<file path="config.mk">
export PLATFORM = sky130hd
export DESIGN_NAME = phy_event_reg
export DESIGN_NICKNAME = d
export VERILOG_FILES = /design/src/hw/phy_event_pkg.sv /design/src/hw/phy_event_reg.sv
export VERILOG_INCLUDE_DIRS = /design/src /design/src/hw
export SDC_FILE = /design/constraint.sdc
export NUM_CORES = 1
export LEC_CHECK = 0
export ABC_AREA = 1
export BUFFER_PORTS_ARGS = -buffer_cell sky130_fd_sc_hd__buf_2
export CAP_MARGIN = 20
export CORE_MARGIN = 2
export CORE_UTILIZATION = 30
export CTS_BUF_LIST = sky130_fd_sc_hd__clkbuf_4
export CTS_CLUSTER_SIZE = 8
export DETAILED_ROUTE_END_ITERATION = 10
export PLACE_DENSITY = 0.57
export SYNTH_ARGS = -nofsm -noshare
export SYNTH_HDL_FRONTEND = slang
export SYNTH_SLANG_ARGS = --single-unit
</file>
<file path="constraint.sdc">
create_clock -name clk -period 1.15 [get_ports clk]
set_clock_uncertainty 0.15 [all_clocks]
set_input_delay 0.115 -clock clk [delete_from_list [all_inputs] [get_ports clk]]
set_output_delay 0.115 -clock clk [all_outputs]
set_load 0.02 [all_outputs]
</file>
<file path="src/hw/phy_event_cfg.svh">
`ifndef PHY_EVENT_CFG_SVH
`define PHY_EVENT_CFG_SVH

`define PHY_EVENT_REG_ADDR 5'h11
`define PHY_EVENT_REG_RESET 16'h0000
`define PHY_EVENT_FLAG_LSB 0
`define PHY_EVENT_EN_LSB 8
`define PHY_EVENT_NUM 8

`define EV_AUTONEG_DONE 0
`define EV_REMOTE_FLT 1
`define EV_LINK_FAIL 2
`define EV_PARTNER_ACK 3
`define EV_PAR_DETECT_FAULT 4
`define EV_PAGE_RCVD 5
`define EV_RX_ERROR 6
`define EV_JAB 7

`endif

</file>
<file path="src/hw/phy_event_pkg.sv">
package phy_event_pkg;
    // Raw event inputs, one-cycle pulses from the PHY detectors, except link_ok, which is a level.
    typedef struct packed {
        logic jab;
        logic rx_error;
        logic page_rcvd;
        logic par_detect_fault;
        logic partner_ack;
        logic link_ok;
        logic remote_flt;
        logic autoneg_done;
    } phy_events_s;

    // Management register access strobes.
    typedef struct packed {
        logic rd;
        logic wr;
        logic [4:0] addr;
        logic [15:0] wdata;
    } mgmt_req_s;
endpackage : phy_event_pkg

</file>
<file path="src/hw/phy_event_reg.sv">
`timescale 1ns/10ps
`include "phy_event_cfg.svh"
// Overview of operation
// [RQ1] The low byte holds eight event flags, each latching on its event.
// [RQ2] A management read of the register clears all eight flags.
// [RQ3] The high byte holds eight writable enables gating flags to the irq.
// [RQ4] The register sits at management address 0x11 for polling.
// [RQ5] Reset clears every enable and every flag, so the register reads 0.
// [RQ6] Bit 7 latches a jabber event and bit 15 enables it.
// [RQ7] Bit 6 latches a receive error and bit 14 enables it.
// [RQ8] Bit 5 latches a received page and bit 13 enables it.
// [RQ9] Bit 4 latches a parallel detection fault and bit 12 enables it.
// [RQ10] Bit 3 latches a partner acknowledge and bit 11 enables it.
// [RQ11] Bit 2 latches only a good-to-failed link change; bit 10 enables it.
// [RQ12] Bit 1 latches a remote fault and bit 9 enables it.
// [RQ13] Bit 0 latches auto-negotiation completion and bit 8 enables it.
// [RQ14] An event in the clearing read survives; irq is OR of enabled flags.
module phy_event_reg #(
    parameter int NUM_EVENTS = `PHY_EVENT_NUM
) (
    // Clock and reset.
    input wire logic clk,
    input wire logic rst,
    // Event sources.
    input wire phy_event_pkg::phy_events_s events,
    // Management access.
    input wire phy_event_pkg::mgmt_req_s req,
    output logic [15:0] rdata,
    output logic rvalid,
    // Interrupt toward the MAC raw interrupt status.
    output logic phy_irq
);
    import phy_event_pkg::*;

    localparam int REG_W = 16;

    // One bit per event position; a clash would merge two events.
    localparam logic [7:0] EV_MAP =
        (8'h01 << `EV_JAB) |
        (8'h01 << `EV_RX_ERROR) |
        (8'h01 << `EV_PAGE_RCVD) |
        (8'h01 << `EV_PAR_DETECT_FAULT) |
        (8'h01 << `EV_PARTNER_ACK) |
        (8'h01 << `EV_LINK_FAIL) |
        (8'h01 << `EV_REMOTE_FLT) |
        (8'h01 << `EV_AUTONEG_DONE);

    // The field map is fixed, so any other size leaves bits without a home.
    initial begin
        if (NUM_EVENTS != `PHY_EVENT_NUM) begin
            $error("phy_event_reg supports exactly eight events");
        end
        if (`PHY_EVENT_EN_LSB + NUM_EVENTS > REG_W) begin
            $error("phy_event_reg enable field does not fit the register");
        end
        if (`PHY_EVENT_FLAG_LSB + NUM_EVENTS > `PHY_EVENT_EN_LSB) begin
            $error("phy_event_reg flag field overlaps the enable field");
        end
        if (EV_MAP != 8'hFF) begin
            $error("phy_event_reg event positions clash");
        end
    end

    function automatic logic hit(input logic [4:0] a);
        hit = (a == `PHY_EVENT_REG_ADDR); // RQ4
    endfunction : hit

    // Assembles the register image from its two fields.
    function automatic logic [15:0] reg_image(
        input logic [7:0] en,
        input logic [7:0] flag
    );
        reg_image = 16'h0000;
        reg_image[`PHY_EVENT_EN_LSB +: 8] = en;
        reg_image[`PHY_EVENT_FLAG_LSB +: 8] = flag;
    endfunction : reg_image

    logic [7:0] flag_q;
    logic [7:0] en_q;
    logic [7:0] en_d;
    logic link_ok_q;
    logic link_drop;
    logic [7:0] ev;
    logic [7:0] pend;
    logic irq_d;
    logic rd_hit;
    logic wr_hit;

    // Named views of the enable and flag fields.
    logic jab_en;
    logic rx_error_en;
    logic page_rcvd_en;
    logic par_detect_fault_en;
    logic partner_ack_en;
    logic link_fail_en;
    logic remote_flt_en;
    logic autoneg_done_en;
    logic jab_flag;
    logic rx_error_flag;
    logic page_rcvd_flag;
    logic par_detect_fault_flag;
    logic partner_ack_flag;
    logic link_fail_flag;
    logic remote_flt_flag;
    logic autoneg_done_flag;

    // Other addresses are ignored: no answer and no change.
    assign rd_hit = req.rd && hit(req.addr); // RQ4
    assign wr_hit = req.wr && hit(req.addr); // RQ4

    // Field views taken from the enable and flag registers.
    assign jab_en = en_q[`EV_JAB];
    assign rx_error_en = en_q[`EV_RX_ERROR];
    assign page_rcvd_en = en_q[`EV_PAGE_RCVD];
    assign par_detect_fault_en = en_q[`EV_PAR_DETECT_FAULT];
    assign partner_ack_en = en_q[`EV_PARTNER_ACK];
    assign link_fail_en = en_q[`EV_LINK_FAIL];
    assign remote_flt_en = en_q[`EV_REMOTE_FLT];
    assign autoneg_done_en = en_q[`EV_AUTONEG_DONE];
    assign jab_flag = flag_q[`EV_JAB];
    assign rx_error_flag = flag_q[`EV_RX_ERROR];
    assign page_rcvd_flag = flag_q[`EV_PAGE_RCVD];
    assign par_detect_fault_flag = flag_q[`EV_PAR_DETECT_FAULT];
    assign partner_ack_flag = flag_q[`EV_PARTNER_ACK];
    assign link_fail_flag = flag_q[`EV_LINK_FAIL];
    assign remote_flt_flag = flag_q[`EV_REMOTE_FLT];
    assign autoneg_done_flag = flag_q[`EV_AUTONEG_DONE];

    // Link failure is an edge: only a falling link-good level counts, and
    // the history resets low so a link that is down at reset never flags.
    always_ff @(posedge clk) begin
        if (rst) begin
            link_ok_q <= 1'b0;
        end else begin
            link_ok_q <= events.link_ok;
        end
    end

    assign link_drop = link_ok_q && !events.link_ok; // RQ11

    always_comb begin
        ev = 8'h00;
        ev[`EV_JAB] = events.jab; // RQ6
        ev[`EV_RX_ERROR] = events.rx_error; // RQ7
        ev[`EV_PAGE_RCVD] = events.page_rcvd; // RQ8
        ev[`EV_PAR_DETECT_FAULT] = events.par_detect_fault; // RQ9
        ev[`EV_PARTNER_ACK] = events.partner_ack; // RQ10
        ev[`EV_LINK_FAIL] = link_drop; // RQ11
        ev[`EV_REMOTE_FLT] = events.remote_flt; // RQ12
        ev[`EV_AUTONEG_DONE] = events.autoneg_done; // RQ13
    end

    // Each flag is its own set-wins register: an event in the cycle of the
    // clearing read survives, so no event is ever dropped.
    for (genvar i = 0; i < NUM_EVENTS; i++) begin : g_flag
        always_ff @(posedge clk) begin
            if (rst) begin
                flag_q[i] <= 1'b0; // RQ5
            end else if (ev[i]) begin
                flag_q[i] <= 1'b1; // RQ1 RQ14
            end else if (rd_hit) begin
                flag_q[i] <= 1'b0; // RQ2
            end
        end
    end

    // Only the high byte is writable; writes to the flag byte are dropped.
    always_comb begin
        en_d = en_q;
        if (wr_hit) begin
            en_d = req.wdata[`PHY_EVENT_EN_LSB +: 8]; // RQ3
        end
    end

    // Enables hold until the next write.
    always_ff @(posedge clk) begin
        if (rst) begin
            en_q <= 8'h00; // RQ5
        end else begin
            en_q <= en_d; // RQ3
        end
    end

    // A flag reaches the interrupt only while its enable is set.
    assign pend[`EV_JAB] = jab_flag && jab_en; // RQ6
    assign pend[`EV_RX_ERROR] = rx_error_flag && rx_error_en; // RQ7
    assign pend[`EV_PAGE_RCVD] = page_rcvd_flag && page_rcvd_en; // RQ8
    assign pend[`EV_PAR_DETECT_FAULT] =
        par_detect_fault_flag && par_detect_fault_en; // RQ9
    assign pend[`EV_PARTNER_ACK] = partner_ack_flag && partner_ack_en; // RQ10
    assign pend[`EV_LINK_FAIL] = link_fail_flag && link_fail_en; // RQ11
    assign pend[`EV_REMOTE_FLT] = remote_flt_flag && remote_flt_en; // RQ12
    assign pend[`EV_AUTONEG_DONE] =
        autoneg_done_flag && autoneg_done_en; // RQ13

    assign irq_d = |pend; // RQ3 RQ14

    // Answer strobe stands one cycle after each read hit.
    always_ff @(posedge clk) begin
        if (rst) begin
            rvalid <= 1'b0;
        end else begin
            rvalid <= rd_hit; // RQ4
        end
    end

    // Read data shows the flags as they stood before the clear.
    always_ff @(posedge clk) begin
        if (rst) begin
            rdata <= `PHY_EVENT_REG_RESET; // RQ5
        end else if (rd_hit) begin
            rdata <= reg_image(en_q, flag_q); // RQ4
        end
    end

    // Registered one cycle after the flag state.
    always_ff @(posedge clk) begin
        if (rst) begin
            phy_irq <= 1'b0;
        end else begin
            phy_irq <= irq_d; // RQ3 RQ14
        end
    end
endmodule : phy_event_reg

</file>
==> qor.yml <==
synthesis:
  synth_ff_type: "dfxtp_1"
  synth_enable_flop_cells: 0
  syn-num-nets: 261
  synth.cell_area_um2: 1540
  netlist_instances: 228
  yosysTopAreaCellShare_pct: 45.6
  synth.most_common_cell: "nand2_1"
  synth-async-reset-ratio_pct: 0
  ys_ff_latch: 35
  synth_warnings: 0
  synth_cell_type_count: 16
  ys_seq_area_share_pct: 45.6
  synth_largest_area_cell: "dfxtp_1"
  avgSynthCellArea_um2: 6.74
  synth_area_leaders: "dfxtp_1, nand2_1, inv_1"
  yosys-top-cells-count: "nand2_1, inv_1, nor2_1, dfxtp_1, nand4_1"
global_route:
  grt_use_total_pct: 12.5
  grt_start_max_net_pins: 42
  antenna_found_initial: 0
  grt_pass1_vias: 1276
  overflow: 0
  grt_first_pass_wirelength_um: 5380
drt:
  detail_route.wl_per_cell_um: 8.75
  dr.pass1.iters: 4
  first_iter_violations: 56
  drtAntennaViolNets: 0
  drc: 0
  vias: 1402
  via_per_inst: 3.89
  wirelength_um: 3150
power_and_ir_drop:
  pwr-share-clk_pct: 29.5
  p_seq_share_pct: 59.3
  irDropWorstVdd_uv: 268
  p_leak_uw: 0.00115
  p_sw_uw: 521
  p_comb_share_pct: 11.1
  p_per_area_nw_per_um2: 1030
  swShare_pct: 24.4
  intPower_uw: 1620
critical_path:
  required_ps: 880
  crit_family: "flip-flops"
  cp_num_buf_inv: 1
  crit_chain: "buf_2"
  critPathMaxStageDelay_ps: 340
  worstSetupStartpointType: "flop"
  arrival_ps: 840
  cp_max_fo: 2
  cp-end-kind: "output pin"
  slowest_stage: "dfxtp_1"
  critPathKind: "reg -> out"
die:
  die_h_um: 75.6
  start_util_pct: 30.7
  design.die.area_um2: 5710
  core_um2: 5010
  rows: 26
  die_w_um: 75.6
  io_pins: 51
cells_and_area:
  area_growth_pct: 34.8
  fin_nets: 322
  antenna_cells: 0
  drive_above_1_share_pct: 20.0
  postLayoutCoreUtil_pct: 41.3
worst_hold_path:
  hold_path_class: "in -> reg"
sta:
  fmax_mhz: 902
  rsz0062_at_grt: "false"
  min_period_ps: 1110
  post-route-period-util_pct: 96.4
  setup_ws_ps: 42.0
  relSlewSlack_pct: 84.1
  slew_viol_final: 0
  setup_viol: 0
  worst_pin_slew_ps: 237
  finalHoldViolations: 0
clocking:
  cts_buffers: 5
  cts.sinks: 35
  cts_setup_buffers: 0
  cts_root_buf: "clkbuf_4"
  clk_pin_slew_ps: 100
  clockBufferDepth: 2
  cts.htree.levels: 2
  cts_tree: "built"
  clock_latency_ps: 330
placed_design:
  io_buffers: 42
  place.gp.congestion: 0.692
  dpl.hpwl_um: 2140
  pre_cts_ws_ps: -21.1
run_status:
  outcome: "completed"
job:
  cap_viol_max_count: 0
[timing repair]
| action | 4_1_cts | 5_1_grt |
|---|---|---|
| endpoints found under the hold margin | 18 | 0 |
| endpoints found under the setup margin | 0 | 7 |
| resized for setup | 0 | 7 |
| hold buffers | 17 | 0 |
[cell families (layout without fill, tap and decap cells)]
kind of cell / after synthesis / count (layout) / share of synthesized area (%)
simple gates: 124 / 124 / 35.3
buf+inv: 60 / 122 / 16.0
flops: 35 / 35 / 45.6
compound gates: 9 / 9 / 3.09
[stage by stage]
stage	hold WS (ps)	TNS (ps)	power, uW	instances	cell area, um2
after floorplan	90.1	0	1400	228	1540
after global placement	190	0	1490	335	1830
after detailed placement	203	-21.1	1490	335	1830
after CTS	26.4	0	2170	360	2050
after global routing	61.8	0	2250	360	2070
final	40.9	0	2140	360	2070
[final timing paths]
| path | startpoint | to | slack, ps | cells after the start |
|---|---|---|---|---|
| worst max register to register | en_q[7]$_SDFFE_PP0P_ | phy_irq$_SDFF_PP0_ | 220 | 3 |
| worst min-delay path | req[19] | en_q[3]$_SDFFE_PP0P_ | 40 | 5 |
| worst max-delay path | rdata[9]$_SDFFE_PP0P_ | rdata[9] | 40 | 1 |
| worst min register to register | link_ok_q$_SDFF_PP0_ | link_fail_flag$_SDFFE_PP0P_ | 310 | 2 |
[cell type report]
class                   instances  area [um2]
clock buffers                   6        45.0
clock inverters                 2        7.51
fillers                       573        2940
inverters                      52         195
multi-input cells             133         589
flip-flops and latches         35         701
well taps                      70        87.6
repair buffers                 62         445
[routing by layer]
layer / GRT usage (%) / part of all wire (%) / vias up
met1: 15.1 / 50 / 580
met4: 5.85 / 1.9 / 0
met2: 20.2 / 43 / 33
li1: - / - / 784
met5: 0 / 0 / -
met3: 4.10 / 4.6 / 5
[placed cells by master (no fill, tap or decap), drive strengths merged]
cell | synthesis | routed
a21oi | 8 | 8
buf | 5 | 45
clkbuf | 3 | 6
clkinv | 0 | 2
dfxtp | 35 | 35
dlygate4sd3 | 0 | 17
inv | 52 | 52
nand2 | 66 | 66
nand3 | 1 | 1
nand4 | 11 | 11
nor2 | 46 | 46
o21a | 1 | 1
[power by group through the flow]
| stage | Clock (uW) | Sequential [uW] | Combinational (uW) |
|---|---|---|---|
| detailed placement | 0 | 1300 | 195 |
| global placement | 0 | 1290 | 192 |
| floorplan | 0 | 1300 | 103 |
| global route | 704 | 1270 | 271 |
| finish | 631 | 1270 | 238 |
| CTS | 667 | 1270 | 239 |
[sequential cells by signal (all words and copies together) (netlist names)]
register,count
par_detect_fault_flag,1
en_q,8
rdata,16
remote_flt_flag,1
page_rcvd_flag,1
rx_error_flag,1
phy_irq,1
rvalid,1
autoneg_done_flag,1
link_ok_q,1
link_fail_flag,1
partner_ack_flag,1
jab_flag,1
No activity file was read; power rests on OpenSTA's default activity.
